$ cat src/rtl/csbp_pkg.sv
// constants, flag layout and per-channel state for the clocked serial bus port
// assumes one 125 MHz bus clock and a synchronous active-high reset
package csbp_pkg;
    localparam int CSBP_NCH = 3;
    localparam int CSBP_MAX_BITS = 16;
    localparam logic [4:0] CSBP_PLAIN_BITS = 5'h08;
    localparam logic [4:0] CSBP_MIN_BITS = 5'h08;
    localparam logic [4:0] CSBP_MAX_BITS_5 = 5'h10;
    // flag positions in the status vector
    localparam int CSBP_FL_TXE = 0;
    localparam int CSBP_FL_TX_DONE_FLAG = 1;
    localparam int CSBP_FL_RXF = 2;
    localparam int CSBP_FL_OVR = 3;
    localparam int CSBP_FL_CE = 4;
    localparam int CSBP_NFLAGS = 5;
    // tx empty and tx done are set out of reset
    localparam logic [4:0] CSBP_FLAGS_RST = 5'h03;
    // master half period is 2 << select: ratios 4 to 256
    localparam logic [7:0] CSBP_HALF_BASE = 8'h02;
    localparam logic [2:0] CSBP_DIV_SEL_MAX = 3'h6;
    localparam logic [1:0] CSBP_CS_CFG_PULSED = 2'h3;

    typedef struct packed {
        logic [2:0] s_sck;
        logic [2:0] s_sdi;
        logic [2:0] s_sdo;
        logic [2:0] s_cs;
        logic f_sck;
        logic f_sdi;
        logic f_sdo;
        logic f_cs;
        logic te_d;
        logic busy;
        logic is_tx;
        logic is_rx;
        logic rx_req;
        logic [7:0] div;
        logic sck_lvl;
        logic [5:0] edges;
        logic [4:0] samp;
        logic [4:0] oidx;
        logic [4:0] nbits;
        logic [15:0] tx_buf;
        logic [15:0] tx_sh;
        logic [15:0] rx_sh;
        logic [15:0] rx_data;
        logic [4:0] flags;
        logic [4:0] armed;
        logic sck_o;
        logic sck_oe_n;
        logic sdi_o;
        logic sdi_oe_n;
        logic sdo_o;
        logic sdo_oe_n;
        logic cs_oe_n;
        logic irq;
    } csbp_chan_t;
endpackage

$ cat src/rtl/csbp_port.sv
// clocked serial bus port: one serial channel engine and the three-channel top
// assumes pins arrive asynchronously; software strobes are one-cycle pulses on i_clk
//
// Overview of operation
// - three independent channels, own clock and interrupt
// - mode bit picks plain or four-wire
// - plain mode characters are eight bits
// - four-wire characters are eight to sixteen bits
// - master clock is bus clock over 4..256
// - slave shifts only on external clock edges
// - transmit needs enable, pending data, no overrun
// - four-wire slave clocks only while select low
// - receive needs enable, no overrun; read restarts
// - four-wire master read starts only without transmit
// - overrun when character lands on full buffer
// - overrun blocks reception and transmission, master and slave
// - four-wire master: select low at start conflicts
// - four-wire slave: select high mid-frame conflicts
// - flags cleared by read then write zero
// - reading receive data clears receive full
// - tx done set on underrun, cleared by write
// - tx empty set on enable rise or load
// - interrupt sources per mode, conflict four-wire only
// - bit order, clock idle level, clock phase
// - plain mode ignores select pin and bidirectional
// - pulsed select drives only during a transfer
// - interrupt when any enabled flag is set
// - short characters sit at bit zero
module csbp_chan
    import csbp_pkg::*;
(
    // clock and reset
    input wire logic i_clk,
    input wire logic i_srst,
    // configuration
    input wire logic i_four_wire_mode_select,
    input wire logic i_master_select,
    input wire logic i_tx_enable,
    input wire logic i_rx_enable,
    input wire logic [2:0] i_clk_div_sel,
    input wire logic [4:0] i_char_bits,
    input wire logic i_lsb_first,
    input wire logic i_clk_idle_high,
    input wire logic i_clk_phase,
    input wire logic i_bidir_select,
    input wire logic [1:0] i_chip_select_cfg,
    input wire logic i_idle_out_level,
    input wire logic [4:0] i_irq_enable,
    // software accesses
    input wire logic i_tx_write,
    input wire logic [15:0] i_tx_data,
    input wire logic i_rx_read,
    input wire logic i_status_read,
    input wire logic i_status_write,
    input wire logic [4:0] i_status_wdata,
    // status
    output logic [15:0] o_rx_data,
    output logic [4:0] o_status,
    output logic o_irq,
    // pins
    input wire logic i_serial_clock_pin,
    output logic o_serial_clock_pin,
    output logic o_serial_clock_pin_oe_n,
    input wire logic i_data_in_pin,
    output logic o_data_in_pin,
    output logic o_data_in_pin_oe_n,
    input wire logic i_data_out_pin,
    output logic o_data_out_pin,
    output logic o_data_out_pin_oe_n,
    input wire logic i_chip_select_pin,
    output logic o_chip_select_pin,
    output logic o_chip_select_pin_oe_n
);
    csbp_chan_t r;
    csbp_chan_t next_r;
    logic fw;
    logic mst;
    logic bidir;
    logic [2:0] sel;
    logic [7:0] half;
    logic [4:0] nb;
    logic ev;
    logic sl_edge;
    logic start;
    logic tx_go;
    logic rx_go;
    logic rx_bit;
    logic [4:0] idx;
    logic [4:0] clr;
    logic tx_on_sdi;
    logic rx_from_sdo;
    logic out_bit;
    logic cs_drive;

    always_comb begin
        next_r = r;
        fw = i_four_wire_mode_select;
        mst = i_master_select;
        // plain mode always standard wiring
        // bidir ignored
        bidir = fw & i_bidir_select;
        sel = (i_clk_div_sel > CSBP_DIV_SEL_MAX) ? CSBP_DIV_SEL_MAX : i_clk_div_sel;
        half = CSBP_HALF_BASE << sel;
        nb = CSBP_PLAIN_BITS;
        if (fw) begin
            if (i_char_bits < CSBP_MIN_BITS) begin
                nb = CSBP_MIN_BITS;
            end else if (i_char_bits > CSBP_MAX_BITS_5) begin
                nb = CSBP_MAX_BITS_5;
            end else begin
                nb = i_char_bits;
            end
        end
        tx_on_sdi = fw & ~bidir & ~mst;
        rx_from_sdo = fw & (bidir | ~mst);
        ev = 1'b0;
        start = 1'b0;
        idx = 5'h00;
        rx_bit = 1'b0;
        clr = 5'h00;
        out_bit = i_idle_out_level;
        cs_drive = 1'b0;

        // three-stage pin sync; a change counts once stages two and three agree
        next_r.s_sck = {r.s_sck[1:0], i_serial_clock_pin};
        next_r.s_sdi = {r.s_sdi[1:0], i_data_in_pin};
        next_r.s_sdo = {r.s_sdo[1:0], i_data_out_pin};
        next_r.s_cs = {r.s_cs[1:0], i_chip_select_pin};
        sl_edge = (r.s_sck[1] == r.s_sck[2]) && (r.s_sck[2] != r.f_sck);
        if (r.s_sck[1] == r.s_sck[2]) begin
            next_r.f_sck = r.s_sck[2];
        end
        if (r.s_sdi[1] == r.s_sdi[2]) begin
            next_r.f_sdi = r.s_sdi[2];
        end
        if (r.s_sdo[1] == r.s_sdo[2]) begin
            next_r.f_sdo = r.s_sdo[2];
        end
        if (r.s_cs[1] == r.s_cs[2]) begin
            next_r.f_cs = r.s_cs[2];
        end
        rx_bit = rx_from_sdo ? r.f_sdo : r.f_sdi;

        // software clears act first so that a same-cycle hardware set wins
        if (i_status_read) begin
            next_r.armed = r.flags;
        end
        if (i_status_write) begin
            clr = r.armed & ~i_status_wdata;
            next_r.armed = 5'h00;
        end
        if (i_rx_read) begin
            clr[CSBP_FL_RXF] = 1'b1;
        end
        if (i_tx_write) begin
            next_r.tx_buf = i_tx_data;
            clr[CSBP_FL_TXE] = 1'b1;
            clr[CSBP_FL_TX_DONE_FLAG] = 1'b1;
        end
        next_r.flags = r.flags & ~clr;

        next_r.te_d = i_tx_enable;
        if (i_tx_enable && !r.te_d) begin
            next_r.flags[CSBP_FL_TXE] = 1'b1;
        end

        if (i_rx_read && mst && i_rx_enable && !r.flags[CSBP_FL_OVR]
                && (!fw || !i_tx_enable)) begin
            next_r.rx_req = 1'b1;
        end

        tx_go = i_tx_enable & ~r.flags[CSBP_FL_TXE] & ~r.flags[CSBP_FL_OVR];
        rx_go = i_rx_enable & ~r.flags[CSBP_FL_OVR];

        if (!r.busy) begin
            if (mst) begin
                if (tx_go || (r.rx_req && rx_go)) begin
                    if (fw && !r.f_cs) begin
                        next_r.flags[CSBP_FL_CE] = 1'b1;
                    end else begin
                        start = 1'b1;
                    end
                end
            end else if (sl_edge && (r.s_sck[2] != i_clk_idle_high) && (!fw || !r.f_cs)) begin
                // slave starts on external edge, with select low in four-wire mode
                // only an edge leaving idle opens a frame: no false start after reset
                start = 1'b1;
            end
        end

        if (start) begin
            next_r.busy = 1'b1;
            next_r.is_tx = tx_go;
            next_r.is_rx = rx_go;
            next_r.rx_req = 1'b0;
            next_r.div = 8'h00;
            next_r.sck_lvl = 1'b0;
            next_r.edges = 6'h00;
            next_r.samp = 5'h00;
            next_r.oidx = 5'h00;
            next_r.nbits = nb;
            next_r.rx_sh = 16'h0000;
            next_r.tx_sh = r.tx_buf;
            if (tx_go) begin
                next_r.flags[CSBP_FL_TXE] = 1'b1;
            end
        end

        if (next_r.busy) begin
            if (mst) begin
                if (!start) begin
                    if (r.div == half - 8'h01) begin
                        next_r.div = 8'h00;
                        next_r.sck_lvl = ~r.sck_lvl;
                        ev = 1'b1;
                    end else begin
                        next_r.div = r.div + 8'h01;
                    end
                end
            end else if (fw && r.f_cs) begin
                next_r.flags[CSBP_FL_CE] = 1'b1;
                next_r.busy = 1'b0;
            end else begin
                ev = sl_edge;
            end
        end

        if (ev) begin
            next_r.edges = next_r.edges + 6'h01;
            if (next_r.edges[0] ^ i_clk_phase) begin
                if (next_r.is_rx) begin
                    if (i_lsb_first) begin
                        next_r.rx_sh[next_r.samp[3:0]] = rx_bit;
                    end else begin
                        next_r.rx_sh = {next_r.rx_sh[14:0], rx_bit};
                    end
                end
                next_r.samp = next_r.samp + 5'h01;
            end else if (next_r.samp != 5'h00) begin
                next_r.oidx = next_r.oidx + 5'h01;
            end
            if (next_r.edges == {next_r.nbits, 1'b0}) begin
                next_r.busy = 1'b0;
                if (next_r.is_rx) begin
                    if (next_r.flags[CSBP_FL_RXF]) begin
                        next_r.flags[CSBP_FL_OVR] = 1'b1;
                    end else begin
                        next_r.rx_data = next_r.rx_sh;
                        next_r.flags[CSBP_FL_RXF] = 1'b1;
                    end
                end
                if (next_r.is_tx && next_r.flags[CSBP_FL_TXE]) begin
                    next_r.flags[CSBP_FL_TX_DONE_FLAG] = 1'b1;
                end
            end
        end

        // data shown on the transmit pin; slave preloads first bit while waiting
        if (next_r.busy && next_r.is_tx) begin
            idx = i_lsb_first ? next_r.oidx : next_r.nbits - 5'h01 - next_r.oidx;
            out_bit = next_r.tx_sh[idx[3:0]];
        end else if (!next_r.busy && !mst && tx_go) begin
            idx = i_lsb_first ? 5'h00 : nb - 5'h01;
            out_bit = r.tx_buf[idx[3:0]];
        end

        next_r.sck_o = i_clk_idle_high ^ (next_r.busy & next_r.sck_lvl);
        next_r.sck_oe_n = ~mst;
        next_r.sdi_o = out_bit;
        next_r.sdo_o = out_bit;
        next_r.sdi_oe_n = ~(i_tx_enable & tx_on_sdi);
        next_r.sdo_oe_n = ~(i_tx_enable & ~tx_on_sdi);
        // select driven low only during master transfer
        cs_drive = fw & mst & next_r.busy & (i_chip_select_cfg == CSBP_CS_CFG_PULSED);
        next_r.cs_oe_n = ~cs_drive;

        next_r.irq = |(next_r.flags & i_irq_enable & {fw, 4'hf});
    end

    always_ff @(posedge i_clk) begin
        if (i_srst) begin
            r <= '0;
            r.s_sck <= 3'h7;
            r.s_cs <= 3'h7;
            r.f_sck <= 1'b1;
            r.f_cs <= 1'b1;
            r.flags <= CSBP_FLAGS_RST;
            r.sck_oe_n <= 1'b1;
            r.sdi_oe_n <= 1'b1;
            r.sdo_oe_n <= 1'b1;
            r.cs_oe_n <= 1'b1;
        end else begin
            r <= next_r;
        end
    end

    assign o_rx_data = r.rx_data;
    assign o_status = r.flags;
    assign o_irq = r.irq;
    assign o_serial_clock_pin = r.sck_o;
    assign o_serial_clock_pin_oe_n = r.sck_oe_n;
    assign o_data_in_pin = r.sdi_o;
    assign o_data_in_pin_oe_n = r.sdi_oe_n;
    assign o_data_out_pin = r.sdo_o;
    assign o_data_out_pin_oe_n = r.sdo_oe_n;
    assign o_chip_select_pin = 1'b0;
    assign o_chip_select_pin_oe_n = r.cs_oe_n;
endmodule // csbp_chan

module csbp_port
    import csbp_pkg::*;
#(
    parameter int NCH = CSBP_NCH
) (
    // clock and reset
    input wire logic i_clk,
    input wire logic i_srst,
    // per-channel configuration
    input wire logic [NCH-1:0] i_four_wire_mode_select,
    input wire logic [NCH-1:0] i_master_select,
    input wire logic [NCH-1:0] i_tx_enable,
    input wire logic [NCH-1:0] i_rx_enable,
    input wire logic [NCH-1:0][2:0] i_clk_div_sel,
    input wire logic [NCH-1:0][4:0] i_char_bits,
    input wire logic [NCH-1:0] i_lsb_first,
    input wire logic [NCH-1:0] i_clk_idle_high,
    input wire logic [NCH-1:0] i_clk_phase,
    input wire logic [NCH-1:0] i_bidir_select,
    input wire logic [NCH-1:0][1:0] i_chip_select_cfg,
    input wire logic [NCH-1:0] i_idle_out_level,
    input wire logic [NCH-1:0][4:0] i_irq_enable,
    // software accesses
    input wire logic [NCH-1:0] i_tx_write,
    input wire logic [NCH-1:0][15:0] i_tx_data,
    input wire logic [NCH-1:0] i_rx_read,
    input wire logic [NCH-1:0] i_status_read,
    input wire logic [NCH-1:0] i_status_write,
    input wire logic [NCH-1:0][4:0] i_status_wdata,
    // status
    output logic [NCH-1:0][15:0] o_rx_data,
    output logic [NCH-1:0][4:0] o_status,
    output logic [NCH-1:0] o_irq,
    // pins
    input wire logic [NCH-1:0] i_serial_clock_pin,
    output logic [NCH-1:0] o_serial_clock_pin,
    output logic [NCH-1:0] o_serial_clock_pin_oe_n,
    input wire logic [NCH-1:0] i_data_in_pin,
    output logic [NCH-1:0] o_data_in_pin,
    output logic [NCH-1:0] o_data_in_pin_oe_n,
    input wire logic [NCH-1:0] i_data_out_pin,
    output logic [NCH-1:0] o_data_out_pin,
    output logic [NCH-1:0] o_data_out_pin_oe_n,
    input wire logic [NCH-1:0] i_chip_select_pin,
    output logic [NCH-1:0] o_chip_select_pin,
    output logic [NCH-1:0] o_chip_select_pin_oe_n
);
    for (genvar c = 0; c < NCH; c++) begin : g_ch
        csbp_chan u_chan (
            .i_clk(i_clk),
            .i_srst(i_srst),
            .i_four_wire_mode_select(i_four_wire_mode_select[c]),
            .i_master_select(i_master_select[c]),
            .i_tx_enable(i_tx_enable[c]),
            .i_rx_enable(i_rx_enable[c]),
            .i_clk_div_sel(i_clk_div_sel[c]),
            .i_char_bits(i_char_bits[c]),
            .i_lsb_first(i_lsb_first[c]),
            .i_clk_idle_high(i_clk_idle_high[c]),
            .i_clk_phase(i_clk_phase[c]),
            .i_bidir_select(i_bidir_select[c]),
            .i_chip_select_cfg(i_chip_select_cfg[c]),
            .i_idle_out_level(i_idle_out_level[c]),
            .i_irq_enable(i_irq_enable[c]),
            .i_tx_write(i_tx_write[c]),
            .i_tx_data(i_tx_data[c]),
            .i_rx_read(i_rx_read[c]),
            .i_status_read(i_status_read[c]),
            .i_status_write(i_status_write[c]),
            .i_status_wdata(i_status_wdata[c]),
            .o_rx_data(o_rx_data[c]),
            .o_status(o_status[c]),
            .o_irq(o_irq[c]),
            .i_serial_clock_pin(i_serial_clock_pin[c]),
            .o_serial_clock_pin(o_serial_clock_pin[c]),
            .o_serial_clock_pin_oe_n(o_serial_clock_pin_oe_n[c]),
            .i_data_in_pin(i_data_in_pin[c]),
            .o_data_in_pin(o_data_in_pin[c]),
            .o_data_in_pin_oe_n(o_data_in_pin_oe_n[c]),
            .i_data_out_pin(i_data_out_pin[c]),
            .o_data_out_pin(o_data_out_pin[c]),
            .o_data_out_pin_oe_n(o_data_out_pin_oe_n[c]),
            .i_chip_select_pin(i_chip_select_pin[c]),
            .o_chip_select_pin(o_chip_select_pin[c]),
            .o_chip_select_pin_oe_n(o_chip_select_pin_oe_n[c])
        );
    end
endmodule // csbp_port

$ cat config.mk
export PLATFORM = sky130hd
export DESIGN_NAME = csbp_port
export DESIGN_NICKNAME = d
export VERILOG_FILES = /design/src/rtl/csbp_pkg.sv /design/src/rtl/csbp_port.sv
export SDC_FILE = /design/constraint.sdc
export NUM_CORES = 1
export LEC_CHECK = 0
export ABC_AREA = 0
export BUFFER_PORTS_ARGS = -buffer_cell sky130_fd_sc_hd__buf_2
export CORE_MARGIN = 2
export CORE_UTILIZATION = 53
export DETAILED_ROUTE_END_ITERATION = 10
export GPL_ROUTABILITY_DRIVEN = 0
export PLACE_DENSITY = 0.77
export SLEW_MARGIN = 20
export SYNTH_ARGS = -nofsm -noshare
export SYNTH_HDL_FRONTEND = slang
export SYNTH_SLANG_ARGS = --single-unit
$ cat constraint.sdc
create_clock -name i_clk -period 6.3 [get_ports i_clk]
set_clock_uncertainty 0.2 [all_clocks]
set_input_delay 1.26 -clock i_clk [delete_from_list [all_inputs] [get_ports i_clk]]
set_output_delay 1.26 -clock i_clk [all_outputs]
set_load 0.05 [all_outputs]
==> results.cfg <==
[logic_synthesis]
ys_seq_elements = 393
synthAdderAreaFrac_pct = 2.02
synth.area.top_cells = dfxtp_1, mux2i_1, nor2_1
syn_inst = 2520
yosys_warnings = 0
synth_compound_area_share_pct = 17.1
synth_top_area_share_pct = 38.5
synth-edff-count = 0
syn-cell-area_um2 = 20400
synth_mux_area_share_pct = 9.24
synthArstFlopShare_pct = 0
synth_most_common_cell = dfxtp_1
ys.flop_type = dfxtp_1
synth_xor_area_share_pct = 4.28
yosysTopAreaCell = dfxtp_1
syn_avg_cell_area_um2 = 8.10
synthTopCellsByCount = dfxtp_1, nor2_1, nand2_1
synth-seq-area-share_pct = 38.5
synth_top_family_by_area = simple AND/OR/NAND/NOR gates
synth-simple-area-share_pct = 21.7
ys_types = 87

[routing]
drt_wl_total_mm = 51.3
drc = 0
dr.first_iter.drc_count = 1335
viasPerCell = 5.70
routedWlPerCell_um = 16.4
ant_nets = 0
num_vias = 17900
first_pass_iters = 6

[floorplanning]
core_area_um2 = 37800
rows = 71
die-area_um2 = 40100
die_h_um = 200
initial_core_util_pct = 54.0
die_w_um = 200
ios = 251

[setup_path]
critPathArrivalTime_ns = 5.78
crit_path_start_kind = primary input
worstSetupPathType = in -> reg
cp_data_required_time_ns = 6.55
worstPathMaxFanout = 12
end_kind = flop

[min_path]
min-delay-path-class = reg -> reg

[power_and_ir_drop]
p_clk_share_pct = 46.4
comb_power_share_pct = 8.1
pwr-share-seq_pct = 45.4
total_power_uw = 5670
switching_share_pct = 24.0
switching_power_uw = 1360
intPower_uw = 4310
p_leak_uw = 0.00925
power_density_nw_per_um2 = 250
vdd_drop_max_mv = 0.223

[timing]
period_share_pct = 87.8
tightest_slew_ns = 0.810
whs_ns = 0.206
tns_ns = 0
fin_crit_ns = 5.53
slew_violations = 0
setup_viol = 0
fmax_mhz = 181
slew_headroom_pct = 45.5
hold_viol = 0
rsz0062_at_grt = false

[placed_design]
port_buffers = 247
place_hpwl_mm = 36.1
place_area_um2 = 21200
dp_cells = 3053

[run_status]
outcome = finished clean

[clock_network]
cts_hold_buffers = 0
path_clk_slew_ns = 0.06
postCtsResizedCells = 0
clkSinkCount = 393
root_buffer = clkbuf_16
cts_buffer_depth = 3
clk_latency_ns = 0.57
cts_tree = done
h-tree-depth = 2
postCtsSetupBuffers = 0
cts_buffers = 43

[grt]
grt_antenna_before_repair = 0
grt_pass1_wl_mm = 84.3
grt_max_degree = 119
grt.overflow.total = 0
grt_use_total_pct = 24.8
first_global_vias = 16900

[finish]
drive_gt1_share_pct = 16.0
nets = 2781
instances_no_fill = 3131
syn2layout_area_growth_pct = 11.2
design_area_um2 = 22700
n_antenna_cell = 0

[job]
maxCapViolations = 0
power groups by stage:
stage	logic [uW]	clock network (uW)	registers, uW
after CTS	459	2680	2570
after global placement	445	0	2630
after global routing	500	2780	2580
after detailed placement	455	0	2630
final	461	2630	2580
after floorplan	338	0	2610
layout by cell type, fill, tap and decap left out, types with 15 or more instances in the layout:
cell type	n
nand3_1	63
clkbuf_16	45
buf_4	24
xnor2_1	52
xor2_1	46
a22oi_1	19
or2_2	27
and3_1	16
buf_2	246
inv_1	32
o211ai_1	24
nand4_1	21
nor2b_1	54
nor3_1	29
ha_1	33
nand2b_1	23
a31oi_1	65
o21ai_0	87
nand2_1	290
o22ai_1	15
and2_1	15
nor2_1	376
a21oi_1	180
mux2i_1	169
a211oi_1	24
dfxtp_1	393
per-layer routing:
layer  part of all wire, %  vias to the layer above  GRT usage [%]
li1                      -                     8813              -
met2                    47                      594           41.3
met3                   5.7                       95           3.47
met5                     0                        -              0
met4                   2.9                        0           9.31
met1                    45                     8350           32.8
state kept, by name, summed over array words and instances, names as in the netlist:
register,flops
g_ch.u_chan.o_data_out_pin_oe_n,3
g_ch.u_chan.o_chip_select_pin_oe_n,3
g_ch.u_chan.o_serial_clock_pin,3
g_ch.u_chan.next_r,24
g_ch.u_chan.o_serial_clock_pin_oe_n,3
g_ch.u_chan.o_data_in_pin_oe_n,3
g_ch.u_chan.o_irq,3
g_ch.u_chan.r,285
g_ch.u_chan.o_status,15
g_ch.u_chan.o_data_in_pin,3
g_ch.u_chan.o_rx_data,48
final timing paths:
kind,startpoint,endpoint,cells past startpoint,slack [ns]
worst max-delay path,i_master_select[2],g_ch[2].u_chan.o_data_in_pin,19,0.77
worst max register to register,g_ch[2].u_chan.o_status[0],g_ch[2].u_chan.o_data_in_pin,18,1.33
worst min-delay path,g_ch[0].u_chan.next_r[122],g_ch[0].u_chan.next_r[123],1,0.21
worst min register to register,g_ch[0].u_chan.next_r[122],g_ch[0].u_chan.next_r[123],1,0.21
worst max-delay path, cell delays in order:
cell,delay [ns]
buf_2,0.27
inv_2,0.14
a211oi_1,0.52
o2111ai_4,0.18
nand2_1,0.23
ha_1,0.36
nand3b_1,0.15
and2_1,0.20
o21ai_2,0.33
mux2i_2,0.38
xor2_1,0.12
ha_1,0.29
nor2_1,0.03
a21oi_1,0.51
and2_1,0.24
a22oi_1,0.09
a211oi_1,0.21
nor2_1,0.08
a41o_1,0.17
kinds of logic (layout without fill, tap and decap cells):
family,after synthesis,count (layout)
and+or+nand+nor,977,977
AOI/OAI and AO/OA,547,547
DFF,393,393
buffers and inverters,284,382
muxes,186,186
xor gates and xnor gates,99,99
adders and majority gates,33,33
other,1,3
final cells by class:
class                           count  area (um2)
Tap cell                          511         639
Timing Repair Buffer              271        1430
Multi-Input combinational cell   1845       11200
Clock inverter                     15         208
Sequential cell                   393        7870
Inverter                           33         124
Clock buffer                       63        1270
Fill cell                        3356       15100
through the flow:
stage          worst slack [ns]  utilization, %
2_1_floorplan             0.214               -
3_3_place_gp              0.512            56.1
3_5_place_dp              0.307            56.1
4_1_cts                   0.863            60.0
5_1_grt                   0.391            60.0
6_report                  0.770            60.0
Note: power is estimated with default switching activity, not from simulation.
